<file path="config.mk">
export PLATFORM = sky130hd
export DESIGN_NAME = dor_output_routing
export DESIGN_NICKNAME = d
export VERILOG_FILES = /design/src/dor_output_routing.v
export VERILOG_INCLUDE_DIRS = /design/src /design/src/shared
export SDC_FILE = /design/constraint.sdc
export NUM_CORES = 1
export LEC_CHECK = 0
export ABC_AREA = 1
export BUFFER_PORTS_ARGS = -buffer_cell sky130_fd_sc_hd__buf_2
export CAP_MARGIN = 20
export CORE_MARGIN = 2
export CORE_UTILIZATION = 58
export CTS_CLUSTER_SIZE = 30
export DETAILED_ROUTE_END_ITERATION = 10
export GPL_ROUTABILITY_DRIVEN = 0
export MAX_ROUTING_LAYER = met4
export PLACE_DENSITY_LB_ADDON = 0.2
export SYNTH_ARGS = -nofsm -noshare
export SYNTH_HDL_FRONTEND = slang
export SYNTH_SLANG_ARGS = --single-unit
</file>
<file path="constraint.sdc">
create_clock -name ref_clk -period 7.64 [get_ports ref_clk]
set_clock_uncertainty 0.15 [all_clocks]
set_input_delay 0.764 -clock ref_clk [delete_from_list [all_inputs] [get_ports ref_clk]]
set_output_delay 0.764 -clock ref_clk [all_outputs]
set_load 0.01 [all_outputs]
</file>
<file path="src/shared/dor_map.vh">
// Constants for the digital output control and routing block
`ifndef DOR_MAP_VH
`define DOR_MAP_VH

// ----------------------------------------
// Output value word bit positions
// ----------------------------------------
`define DOR_BRAKE_BIT 0
`define DOR_SPECIAL_LAST 15
`define DOR_OUT1_BIT 16
`define DOR_NUM_OUT 4
`define DOR_APPLIED_MASK 32'h000f_0001

// ----------------------------------------
// Routing entry layout
// ----------------------------------------
`define DOR_NUM_ROUTE 5
`define DOR_SRC_MSB 15
`define DOR_SRC_LSB 8
`define DOR_GATE_INV_BIT 7
`define DOR_GATE_IDX_MSB 6
`define DOR_GATE_IDX_LSB 0
`define DOR_ROUTE_RESET 16'h0100

// ----------------------------------------
// Source codes
// ----------------------------------------
`define DOR_SRC_ONE 8'h00
`define DOR_SRC_ZERO 8'h01
`define DOR_SRC_ENC_FIRST 8'h02
`define DOR_SRC_ENC_LAST 8'h08
`define DOR_SRC_POS_FIRST 8'h09
`define DOR_SRC_POS_LAST 8'h0f

// ----------------------------------------
// Reset values of the settings
// ----------------------------------------
`define DOR_READBACK_RESET 32'h0000_0000
`define DOR_PIN_RELEASED 1'b0

// ----------------------------------------
// Output rate limits
// ----------------------------------------
`define DOR_CLK_HZ 200000000
`define DOR_PWM_MAX_HZ 2000
`define DOR_OUT_MAX_HZ 500
`define DOR_PWM_PERIOD_CYC (`DOR_CLK_HZ / `DOR_PWM_MAX_HZ)
`define DOR_OUT_PERIOD_CYC (`DOR_CLK_HZ / `DOR_OUT_MAX_HZ)
`define DOR_HOLD_W 19

`endif

</file>
<file path="src/dor_output_routing.v">
// Digital output stage with polarity, manual forcing, readback and routing
// Functional notes
// - Output n follows bit 15+n of the output value word.
// - Bits 0..15 are special; only bit 0 is used, driving the brake.
// - Polarity bit set makes a one in the value word drive a low level.
// - Manual-enable bits take the level from the manual-value bits, brake included.
// - Readback shows the pattern applied after polarity and manual forcing.
// - Routing enable switches to routing; polarity and manual settings then ignored.
// - Five routing entries: software PWM, then outputs 1 to 4.
// - Entry is 16 bits: high byte source, low byte gating control bit.
// - Entry bit 7 inverts the gate: a zero control bit then enables.
// - Source 00 holds the output at one, 01 holds it at zero.
// - Sources 02..08 are encoder increments divided by 1 to 64.
// - Sources 09..0F are position increments divided by 1 to 64.
// - With divider 1 every increment outside the hold-off window yields one output pulse.
// - Encoder sources give no pulses unless a real encoder is fitted.
// - PWM output runs up to 2 kHz, other routed outputs up to 500 Hz.
`timescale 1ns/1ps
`include "dor_map.vh"

module dor_output_routing #(
    parameter PWM_PERIOD_CYC = `DOR_PWM_PERIOD_CYC,
    parameter OUT_PERIOD_CYC = `DOR_OUT_PERIOD_CYC
) (
    input wire ref_clk,
    input wire srst,
    input wire [31:0] output_value_word,
    input wire [31:0] routing_gate_control_word,
    input wire [31:0] output_polarity_select,
    input wire [31:0] output_manual_enable,
    input wire [31:0] output_manual_value,
    input wire [31:0] output_routing_enable,
    input wire [15:0] route_pwm_output,
    input wire [15:0] route_output_one,
    input wire [15:0] route_output_two,
    input wire [15:0] route_output_three,
    input wire [15:0] route_output_four,
    input wire [4:0] route_write,
    input wire encoder_fitted,
    input wire encoder_inc,
    input wire position_inc,
    output reg [31:0] output_applied_readback,
    output reg brake_o,
    output reg brake_oe,
    output reg [3:0] out_o,
    output reg [3:0] out_oe,
    output reg pwm_out
);

    // ----------------------------------------
    // Normal mode pattern
    // ----------------------------------------
    wire [31:0] polar_word;
    wire [31:0] normal_word;
    wire routing_on;

    assign polar_word = output_value_word ^ output_polarity_select;
    assign normal_word = ((polar_word & ~output_manual_enable)
        | (output_manual_value & output_manual_enable)) & `DOR_APPLIED_MASK;
    assign routing_on = output_routing_enable[0];

    // ----------------------------------------
    // Routing channels
    // ----------------------------------------
    wire [16*`DOR_NUM_ROUTE-1:0] route_flat;
    wire [`DOR_NUM_ROUTE-1:0] route_level;

    assign route_flat = {route_output_four, route_output_three, route_output_two,
        route_output_one, route_pwm_output};

    genvar ch;
    generate
        for (ch = 0; ch < `DOR_NUM_ROUTE; ch = ch + 1)
        begin : g_route
            wire [15:0] entry;
            wire [7:0] src;
            wire [6:0] gate_idx;
            wire gate_bit;
            wire gate_ok;
            wire is_enc;
            wire is_pos;
            wire [2:0] div_sel;
            wire [5:0] div_last;
            wire inc;
            reg [5:0] div_cnt;
            reg [`DOR_HOLD_W-1:0] hold;
            wire [`DOR_HOLD_W-1:0] period;
            wire div_pulse;

            assign entry = route_flat[16*ch+15:16*ch];
            assign src = entry[`DOR_SRC_MSB:`DOR_SRC_LSB];
            assign gate_idx = entry[`DOR_GATE_IDX_MSB:`DOR_GATE_IDX_LSB];
            // Control word is 32 bits; higher indexes read as zero
            assign gate_bit = (gate_idx < 7'd32) ? routing_gate_control_word[gate_idx[4:0]]
                : 1'b0;
            assign gate_ok = gate_bit ^ entry[`DOR_GATE_INV_BIT];
            assign is_enc = (src >= `DOR_SRC_ENC_FIRST) && (src <= `DOR_SRC_ENC_LAST);
            assign is_pos = (src >= `DOR_SRC_POS_FIRST) && (src <= `DOR_SRC_POS_LAST);
            assign div_sel = is_enc ? src[2:0] - 3'd2 : src[2:0] - 3'd1;
            assign div_last = (6'd1 << div_sel) - 6'd1;
            assign inc = (is_enc & encoder_inc & encoder_fitted) | (is_pos & position_inc);
            assign div_pulse = inc && (div_cnt == div_last);
            // Hold-off caps the output rate; the PWM channel may run faster
            assign period = (ch == 0) ? PWM_PERIOD_CYC[`DOR_HOLD_W-1:0]
                : OUT_PERIOD_CYC[`DOR_HOLD_W-1:0];

            always @(posedge ref_clk)
            begin
                if (srst || route_write[ch])
                begin
                    div_cnt <= 6'd0;
                end
                else if (inc)
                begin
                    div_cnt <= div_pulse ? 6'd0 : div_cnt + 6'd1;
                end
            end

            always @(posedge ref_clk)
            begin
                if (srst || route_write[ch])
                begin
                    hold <= {`DOR_HOLD_W{1'b0}};
                end
                else if (hold != {`DOR_HOLD_W{1'b0}})
                begin
                    hold <= hold - {{(`DOR_HOLD_W-1){1'b0}}, 1'b1};
                end
                else if (div_pulse)
                begin
                    hold <= period - {{(`DOR_HOLD_W-1){1'b0}}, 1'b1};
                end
            end

            // Pulse is high for the first half of the hold-off window
            assign route_level[ch] = gate_ok & ((src == `DOR_SRC_ONE)
                | ((is_enc | is_pos) & (hold > {1'b0, period[`DOR_HOLD_W-1:1]})));
        end
    endgenerate

    // ----------------------------------------
    // Applied pattern and pins
    // ----------------------------------------
    reg [31:0] next_applied;

    always @*
    begin
        if (routing_on)
        begin
            next_applied = 32'h0000_0000;
            next_applied[`DOR_BRAKE_BIT] = output_value_word[`DOR_BRAKE_BIT];
            next_applied[`DOR_OUT1_BIT+3:`DOR_OUT1_BIT] = route_level[4:1];
        end
        else
        begin
            next_applied = normal_word;
        end
    end

    always @(posedge ref_clk)
    begin
        if (srst)
        begin
            output_applied_readback <= `DOR_READBACK_RESET;
            brake_o <= `DOR_PIN_RELEASED;
            brake_oe <= 1'b1;
            out_o <= 4'h0;
            out_oe <= 4'hf;
            pwm_out <= 1'b0;
        end
        else
        begin
            output_applied_readback <= next_applied;
            brake_o <= `DOR_PIN_RELEASED;
            // Open drain: a one releases the pin to the external pull-up
            brake_oe <= ~next_applied[`DOR_BRAKE_BIT];
            out_o <= 4'h0;
            out_oe <= ~next_applied[`DOR_OUT1_BIT+3:`DOR_OUT1_BIT];
            pwm_out <= routing_on & route_level[0];
        end
    end

endmodule

</file>
==> results.md, run 1 <==
- Post-synth top area cell: dfxtp_1
- Adder-Cell Fraction of Synth Area: 0.0445
- Reg2Reg Setup Slack: 5.00 ns
- Vias per inst: 5.55
- Worst vdd rail ir drop: 0.257 mV
- Top post-synthesis cells by count: nand2_1, nor2_1, inv_1
- Max-cap violation count: 0
- Worst path cell trace: buf_2 -> inv_1 -> ha_1 -> nand2_1 -> nand2_1 -> nand3_4 -> nand2_4 -> inv_2 -> nor2_2 -> nand3_2 -> ha_1 -> xor2_1 -> nand2_1 -> nand3b_1 -> nor2_1 -> nand3_2 -> o21ai_1 -> nor2_1
- Max incr delay on CP: 0.32 ns
- Cts bufs inserted: 17
- Switching power total: 2.38 mW
- Final min period: 3.33 ns
- Most common cell in the netlist: nand2_1
- Final TNS setup: 0 ns
- Register area share after synthesis: 0.242
- Post-route antenna net violation count: 0
- Post-Synth Simple-Gate Area: 0.394
- I/O pins: 325
- Hold path start: g_route[0].hold[18]$_SDFFE_PP0P_
- XOR/XNOR Fraction of Synth Area: 0.0590
- Synth Warn #: 0
- DRC: 0
- CP Launch Type: input port
- Worst-path clk slew: 0.06 ns
- Slew @ Worst Pin: 0.707 ns
- Yosys reg bits: 136
- Worst R2R Start: g_route[1].hold[0]$_SDFFE_PP0P_
- Mapped Cells: 1806
- Synth cell types: 50
- Leak Pwr: 6.16 nW
- Worst Setup End Kind: flop
- RSZ-0062 raised after global routing: no
- Worst path top cell family by delay: simple AND/OR/NAND/NOR gates
- Buffers and inverters on the worst path: 3
- Worst setup startpoint: route_output_one[9]
- Clk sink count: 136
- Chip Height: 143 um
- Post-synth EDFFs: 0
- # H-tree levels: 4
- Layout area overhead: 14.3%
- Most frequent CP cell: nand2_1
- Cts hold-fix bufs: 0
- First-pass GRT wire length: 52300 um
- Critical path fanouts, max: 9
- Clock Path Buffers: 2
- Initial Util: 0.595
- Fin cells: 2249
- Tot Pwr: 4.89 mW
- GRT Resource Usage Total: 0.328
- Share of cells above drive strength 1: 0.135
- DRT Wirelength: 32900 um
- Status: complete, no violations
- Combinational power share: 0.571
- Sequential fraction of design power: 0.235
- Place WS: 3.91 ns
- # setup viols final: 0
- Site row count: 50
- Worst setup margin: 4.31 ns
- Synth area leaders: dfxtp_1, nand2_1, nor2_1
- Internal power: 2.51 mW
- Nets: 2274
- Async SR Flop Fraction: 0
- Initial antenna violation count: 25
- Post-CTS setup buffers: 0
- Dpl cells: 2193
- Initial DRC count: 1121
- Design Area, Final: 12800 sq um
- Fin crit share: 0.436
- Post-synthesis mux area share: 0.000890
- Placed cell areas: 12100 sq um
- Vias in the first global route: 10900
- Grt met1 use: 0.403
- DR WL/cell: 14.6 um
- Worst Path Class, Setup: input port to flop
- Synth Area in Compound Gates: 0.148
- Die Width: 143 um
- Grt peak-use layer: met2
- Main synth FF type: dfxtp_1
- Largest family of logic cells by synthesized area: simple AND/OR/NAND/NOR gates
- Fmax: 300 MHz
- Final Hold Violating Endpoints: 0
- Data arrival, critical path: 3.49 ns
- Clock Latency Late Sink: 0.43 ns
- Met3 usage: 0.147
- # resized after CTS: 0
- Port-buffer cells: 153
- Sw Share: 0.487
- Worst endpoint required time: 7.80 ns
- Overflow after GRT: 0
- TritonCTS clock tree: built
- Rel. slew slack: 0.527
- Clock Power Share: 0.194
- HPWL after detailed placement: 25900 um
- Post-synth top area share: 0.242
- Post-Synthesis Cell Area: 11200 sq um
- Hold Crit Class: flop to flop
- Syn avg cell area: 6.23 sq um
- CTS root buf: clkbuf_16
- Largest net degree at the start of global routing: 22
- Via Count: 12500
- Drt first pass iters: 6
- Core area: 18900 sq um
- Met2 usage: 0.486
- Slowest cell on crit path: ha_1
- Cell Pwr Density: 380 nW/um^2
- Max-slew violations: 0
- Die area: 20500 sq um
[metal layers]
metal	vias to the layer above	routed length, um
met1	5651	13800
met4	0	587
met3	46	4600
met2	532	13900
li1	6258	-
met5	-	0
[power groups by stage]
| stage | Clock, mW | Combinational [mW] | Sequential [mW] |
|---|---|---|---|
| detailed placement | 0 | 2.71 | 1.15 |
| floorplan | 0 | 2.19 | 1.10 |
| global placement | 0 | 2.64 | 1.14 |
| finish | 0.949 | 2.79 | 1.15 |
| global route | 0.989 | 3.18 | 1.18 |
| CTS | 0.958 | 2.75 | 1.14 |
[metrics by stage]
stage          utilization  hold slack (ns)
5_1_grt              0.680            0.334
6_report             0.680            0.307
4_1_cts              0.677            0.310
2_1_floorplan            -            0.283
3_5_place_dp         0.641            0.301
3_3_place_gp         0.641            0.292
[state kept, by name (all words and copies together), names as in the netlist]
register / count
brake_oe: 1
output_applied_readback: 5
g_route.hold: 95
g_route.div_cnt: 30
out_oe: 4
pwm_out: 1
[logic make-up after synthesis]
kind of cell	Yosys count
compound gates	282
xor+xnor	74
fa+ha+maj	40
buf+inv	301
flops	136
mux	1
other cells	1
simple gates	971
[worst reg2reg max path, delay by kind of cell, from the launching register on]
family | cells | cell delay, ns
and+or+nand+nor | 9 | 1.36
buffers and inverters | 2 | 0.32
DFF | 1 | 0.33
adders and majority gates | 1 | 0.20
xor gates and xnor gates | 1 | 0.14
[cell type report]
cell class,count,area [sq um]
timing repair buffer,153,766
clock inverter,14,246
fill,1746,6040
multi-input combinational,1400,7380
clock buffer,17,425
sequential,136,2720
tap,260,325
antenna,25,62.6
inverter,244,916
[worst paths after layout]
kind              depth (start not counted)                                  to
hold reg to reg                           2    g_route[0].hold[18]$_SDFFE_PP0P_
setup / recovery                         18  g_route[1].div_cnt[3]$_SDFFE_PP0P_
setup reg to reg                         13    g_route[1].hold[15]$_SDFFE_PP0P_
hold / removal                            2    g_route[0].hold[18]$_SDFFE_PP0P_
[placed cells by master (no fill, tap or decap), drive strengths merged, types with 14 or more instances in the layout]
master,instances
nor4,14
conb,32
o21ai,125
xor2,60
clkbuf,17
nand2,343
buf,153
diode,25
xnor2,14
ha,40
dfxtp,136
nor2,319
nand3b,17
o221ai,28
nand4,64
a21oi,82
nor3,46
inv,244
nand3,151
Power figures use the tool's default switching activity.
==> run 2: changes to the inputs <==
- CORE_UTILIZATION: 58 -> 54
- clock period: 7.64 -> 3.4 ns (I/O delays scaled with it)
==> results.md, run 2 (synthesis results as in run 1) <==
- Max-slew violations: 0 (unchanged)
- Clock Power Share: 0.174 (-0.020)
- Fin crit share: 0.840
- Hold EP: pwm_out$_SDFF_PP0_
- Initial DRC count: 1123 (+0.18%)
- Worst-path clk slew: 0.06 ns (about the same)
- Data arrival, critical path: 3.01 ns (-0.48 ns)
- Fmax: 350 MHz
- Site row count: 52 (+4.0%)
- Worst Path Class, Setup: input port to flop
- Post-CTS setup buffers: 0 (unchanged)
- Regs by FF count: g_route.hold: 95 flops, g_route.div_cnt: 30 flops, output_applied_readback: 5 flops
- GRT Resource Usage Total: 0.303 (-0.0258)
- Max-cap violation count: 0 (unchanged)
- Hold WS: 0.0734 ns (-0.234 ns)
- DR WL/cell: 14.4 um (-1.2%)
- Cell Pwr Density: 837 nW/um^2 (+120%)
- DRC: 0 (unchanged)
- Reg2Reg Setup Slack: 0.78 ns (-4.22 ns)
- Commonest non-fill, non-tap cell in the layout: nand2_1
- Internal power: 5.39 mW (+110%)
- Hold Path Cell Cnt: 4 (+2)
- I/O pins: 325 (unchanged)
- Worst vdd rail ir drop: 0.544 mV (+110%)
- # resized after CTS: 0 (unchanged)
- Slowest cell on crit path: o21ai_1
- Combinational power share: 0.585 (+0.014)
- # H-tree levels: 4 (unchanged)
- Vias per inst: 5.44 (-2.0%)
- Status: complete, no violations
- Initial Util: 0.552 (-0.0430)
- HPWL after detailed placement: 25500 um (-1.5%)
- Largest net degree at the start of global routing: 22 (unchanged)
- Clock Path Buffers: 2 (unchanged)
- Cts bufs inserted: 17 (unchanged)
- RSZ-0062 raised after global routing: no
- Sequential fraction of design power: 0.241 (+0.006)
- Final TNS setup: 0 ns (unchanged)
- Die Width: 148 um (+3.5%)
- CTS root buf: clkbuf_16
- DRT Wirelength: 32600 um (-0.85%)
- Final min period: 2.86 ns
- Hold Crit Class: input port to flop
- Worst Reg-to-Reg Cells: 11 (-2)
- # setup viols final: 0 (unchanged)
- Hold path start: route_pwm_output[7]
- Post-route antenna net violation count: 0 (unchanged)
- Critical path fanouts, max: 8 (-1)
- Initial antenna violation count: 21 (-16%)
- Drt first pass iters: 8 (+2)
- TritonCTS clock tree: built
- Cts hold-fix bufs: 0 (unchanged)
- Chip Height: 148 um (+3.5%)
- Buffers and inverters on the worst path: 4 (+1)
- Layout area overhead: 13.7%
- Worst path cell trace: buf_2 -> inv_1 -> ha_1 -> nand2_1 -> nand2_1 -> nand3_4 -> nand2_1 -> nand2_2 -> inv_2 -> nor2_1 -> nand2_1 -> ha_1 -> xor2_1 -> inv_1 -> nor2_1 -> nand3_1 -> nor2_1 -> nand3_1 -> o21ai_1 -> nor2_1
- Register with the most flip-flops: g_route.hold
- Worst setup startpoint: route_output_three[9]
- Overflow after GRT: 0 (unchanged)
- Reg-to-Reg End: g_route[1].hold[1]$_SDFFE_PP0P_
- Worst Setup End Kind: flop
- Leak Pwr: 6.12 nW (-0.55%)
- Clk sink count: 136 (unchanged)
- Largest register FFs: 95 (unchanged)
- Port-buffer cells: 153 (unchanged)
- First-pass GRT wire length: 52800 um (+0.84%)
- Final Hold Violating Endpoints: 0 (unchanged)
- Sw Share: 0.496 (+0.00944)
- Worst endpoint required time: 3.55 ns (-4.25 ns)
- Worst path top cell family by delay: simple AND/OR/NAND/NOR gates
- Rel. slew slack: 0.538 (+0.0111)
- Worst R2R Start: g_route[1].hold[0]$_SDFFE_PP0P_
- Switching power total: 5.31 mW (+120%)
- Max incr delay on CP: 0.34 ns (+0.02 ns)
- Most frequent cells in the layout: nand2_1, nor2_1, inv_1
- Share of cells above drive strength 1: 0.135 (+0.000303)
- Clock Latency Late Sink: 0.42 ns (about the same)
- Via Count: 12300 (-1.6%)
- Nets: 2276 (+0.088%)
- Die area: 22000 sq um (+7.2%)
- Vias in the first global route: 11100 (+0.95%)
- Core area: 20400 sq um (+7.8%)
- CP Launch Type: input port
- Slew @ Worst Pin: 0.690 ns (-0.0165 ns)
==> run 2: power groups by stage <==
stage / clock network [mW] / registers, mW / logic (mW)
after floorplan: 0 / 2.46 / 4.93
after global placement: 0 / 2.58 / 5.97
after detailed placement: 0 / 2.58 / 6.11
after CTS: 1.88 / 2.56 / 6.17
after global routing: 1.95 / 2.65 / 7.16
final: 1.86 / 2.58 / 6.26
==> run 2: cell type report <==
cell class | instances | area [sq um]
Inverter | 244 | 916
Clock inverter | 12 | 140
Timing Repair Buffer | 155 | 781
Multi-Input combinational cell | 1400 | 7380
Clock buffer | 20 | 447
Sequential cell | 136 | 2720
Tap cell | 270 | 338
Fill cell | 2014 | 7580
Antenna cell | 21 | 52.6
==> run 2: per-layer routing <==
metal / track usage / vias to the layer above / share of wire
met5: - / - / 0
met4: 0.0824 / 0 / 0.017
met3: 0.125 / 47 / 0.13
met2: 0.455 / 489 / 0.42
met1: 0.375 / 5493 / 0.44
li1: - / 6255 / -
==> run 2: worst max path at each step <==
stage / slack (ns) / to / depth (start not counted)
2_1_floorplan: 0.62 / g_route[1].div_cnt[2]$_SDFFE_PP0P_ / 17
3_3_place_gp: 0.19 / g_route[3].div_cnt[5]$_SDFFE_PP0P_ / 20
3_5_place_dp: 0.12 / g_route[3].div_cnt[2]$_SDFFE_PP0P_ / 20
4_1_cts: 0.56 / g_route[3].div_cnt[2]$_SDFFE_PP0P_ / 20
5_1_grt: 0.26 / g_route[3].div_cnt[2]$_SDFFE_PP0P_ / 20
6_report: 0.54 / g_route[3].div_cnt[4]$_SDFFE_PP0P_ / 20
==> run 2: metrics by stage <==
stage	instance area [sq um]	std cells	utilization	setup WS [ns]	power, mW
global placement	12100	2205	0.596	0.192	8.55
floorplan	11400	1837	-	0.619	7.39
detailed placement	12100	2205	0.596	0.116	8.69
finish	12800	2258	0.628	0.543	10.7
CTS	12700	2237	0.625	0.565	10.6
global route	12800	2257	0.627	0.256	11.8
==> run 2: worst reg2reg max path, cell delays in order (launching register included) <==
cell and delay [ns]:
dfxtp_1 0.33, inv_1 0.12, ha_1 0.20, nand2_1 0.07
nor2_2 0.20, nand3_1 0.17, nor4_1 0.43, nand4_1 0.37
inv_1 0.18, o21ai_1 0.10, o21ai_0 0.15, inv_1 0.05
==> run 3: changes to the inputs <==
- CORE_UTILIZATION: 54 -> 49
- clock period: 3.4 -> 2.6 ns (I/O delays scaled with it)
==> results.md, run 3 (synthesis results as in run 1) <==
- Vias per inst: 5.38 (-1.0%)
- DR WL/cell: 14.4 um (-0.44%)
- Max-cap violation count: 0 (unchanged)
- GRT Resource Usage Total: 0.291 (-0.0115)
- Data arrival, critical path: 2.72 ns (-0.29 ns)
- Nets: 2425 (+6.5%)
- Reg-to-Reg End: g_route[1].hold[1]$_SDFFE_PP0P_
- Status: complete, no violations
- Worst Setup End Kind: flop
- TritonCTS clock tree: built
- Share of cells above drive strength 1: 0.231 (+0.0959)
- Clk sink count: 136 (unchanged)
- Critical path fanouts, max: 7 (-1)
- Register with the most flip-flops: g_route.hold
- Final Hold Violating Endpoints: 0 (unchanged)
- Die Width: 155 um (+4.8%)
- Combinational power share: 0.605 (+0.020)
- Worst endpoint required time: 2.80 ns (-0.75 ns)
- CTS root buf: clkbuf_16
- Worst path cell trace: buf_2 -> inv_4 -> ha_2 -> nor2_2 -> nand2_2 -> nand3_4 -> buf_4 -> nand2_1 -> o21ai_4 -> nand3_2 -> ha_4 -> xor2_2 -> inv_1 -> nor2_2 -> nand3_1 -> nor2_1 -> nand3_2 -> o21ai_2 -> nand2_1 -> a21oi_1
- Clock Latency Late Sink: 0.43 ns (about the same)
- Internal power: 7.73 mW (+44%)
- Largest register FFs: 95 (unchanged)
- Tot Pwr: 15.0 mW (+40%)
- Die area: 24200 sq um (+9.9%)
- Slowest cell on crit path: ha_4
- Rel. slew slack: 0.475 (-0.0629)
- Cts bufs inserted: 17 (unchanged)
- Drt first pass iters: 6 (-2)
- CP Launch Type: input port
- # setup viols final: 0 (unchanged)
- RSZ-0062 raised after global routing: yes
- Port-buffer cells: 153 (unchanged)
- Worst-path clk slew: 0.07 ns (about the same)
- Vias in the first global route: 11900 (+8.1%)
- Hold path start: output_routing_enable[0]
- Chip Height: 155 um (+4.8%)
- Design Area, Final: 14300 sq um (+12%)
- Commonest non-fill, non-tap cell in the layout: nand2_1
- Site row count: 55 (+5.8%)
- Worst path top cell family by delay: simple AND/OR/NAND/NOR gates
- Clock Path Buffers: 2 (unchanged)
- Core area: 22600 sq um (+11%)
- Clock Power Share: 0.170 (-0.004)
- Fmax: 397 MHz
- Regs by FF count: g_route.hold: 95 flops, g_route.div_cnt: 30 flops, output_applied_readback: 5 flops
- Hold Crit Class: input port to flop
- Worst Path Class, Setup: input port to flop
- Place WS: -0.365 ns (-0.482 ns)
- DRT Wirelength: 34700 um (+6.4%)
- DRC: 0 (unchanged)
- Hold Path Cell Cnt: 3 (-1)
- Buffers and inverters on the worst path: 4 (unchanged)
- Post-route antenna net violation count: 0 (unchanged)
- Fill count: 2084 (+3.5%)
- Switching power total: 7.26 mW (+37%)
- Leak Pwr: 6.89 nW (+13%)
- Initial Util: 0.498 (-0.0540)
- Hold WS: 0.0295 ns (-0.0439 ns)
- I/O pins: 325 (unchanged)
- Largest net degree at the start of global routing: 22 (unchanged)
- Initial DRC count: 921 (-18%)
- Hold EP: out_oe[1]$_SDFF_PP1_
- Layout area overhead: 27.6%
- Multi-input gate area: 7760 sq um (+5.1%)
- Sw Share: 0.484 (-0.0122)
- Reg2Reg Setup Slack: 0.24 ns (-0.54 ns)
- Sequential fraction of design power: 0.225 (-0.016)
- Worst R2R Start: g_route[1].hold[0]$_SDFFE_PP0P_
- Worst vdd rail ir drop: 0.617 mV (+13%)
- Final min period: 2.52 ns
- HPWL after detailed placement: 26500 um (+3.7%)
- Worst Reg-to-Reg Cells: 12 (+1)
- Cell Pwr Density: 1040 nW/um^2 (+25%)
- Worst setup margin: 0.0793 ns (-0.464 ns)
- Max incr delay on CP: 0.29 ns (-0.05 ns)
- Reg area: 2720 sq um (unchanged)
- Via Count: 13000 (+5.7%)
- Overflow after GRT: 0 (unchanged)
- Slew @ Worst Pin: 0.784 ns (+0.0940 ns)
- Initial antenna violation count: 12 (-43%)
- Placed cell areas: 13300 sq um (+9.1%)
- Most frequent cells in the layout: nand2_1, nor2_1, inv_1
- # H-tree levels: 4 (unchanged)
- First-pass GRT wire length: 56000 um (+6.1%)
- Fin crit share: 0.969
- Max-slew violations: 0 (unchanged)
run 3: through the flow:
step | std cells | utilization | TNS (ns)
6_report | 2412 | 0.636 | 0
5_1_grt | 2411 | 0.636 | -0.985
4_1_cts | 2381 | 0.615 | 0
3_5_place_dp | 2348 | 0.587 | -20.95
3_3_place_gp | 2348 | 0.587 | -15.21
2_1_floorplan | 1837 | - | -0.0199
run 3: worst max-delay path by stage:
stage	start	endpoint	cells after the start
after floorplan	route_output_three[9]	g_route[3].hold[0]$_SDFFE_PP0P_	20
after global placement	route_output_three[8]	g_route[3].hold[0]$_SDFFE_PP0P_	21
after detailed placement	route_output_three[8]	g_route[3].hold[0]$_SDFFE_PP0P_	21
after CTS	route_output_three[8]	g_route[3].hold[0]$_SDFFE_PP0P_	21
after global routing	route_output_three[8]	g_route[3].hold[17]$_SDFFE_PP0P_	20
final	route_output_three[8]	g_route[3].hold[0]$_SDFFE_PP0P_	20
run 3: power by group through the flow:
| stage | clock network, mW | registers [mW] | logic (mW) |
|---|---|---|---|
| after floorplan | 0 | 3.22 | 6.48 |
| after global placement | 0 | 3.38 | 8.43 |
| after detailed placement | 0 | 3.38 | 8.60 |
| after CTS | 2.59 | 3.36 | 8.67 |
| after global routing | 2.68 | 3.48 | 10.3 |
| final | 2.54 | 3.38 | 9.07 |
run 3: worst min-delay path, cell delays in order:
cell,delay (ns)
buf_2,0.17
nand2_1,0.08
nand2_1,0.05
run 3: what timing repair did:
item                                    4_1_cts  5_1_grt
resized for setup                             0       69
hold buffers                                  1        0
endpoints found under the hold margin         1        0
endpoints found under the setup margin        0       83
buffers inserted                              0       20
run 3: routing by layer:
metal / vias up / GRT usage / share of wire
met5: - / - / 0
met4: 0 / 0.126 / 0.033
met3: 99 / 0.0719 / 0.091
met2: 545 / 0.467 / 0.46
met1: 5815 / 0.348 / 0.42
li1: 6527 / - / -
run 3: area by class of cell:
type | count | share of cell area
Clock buffer | 17 | 0.0296
Tap cell | 285 | 0.0249
Multi-Input combinational cell | 1400 | 0.541
Clock inverter | 15 | 0.0133
Inverter | 244 | 0.0647
Antenna cell | 11 | 0.00192
Sequential cell | 136 | 0.190
Timing Repair Buffer | 304 | 0.135
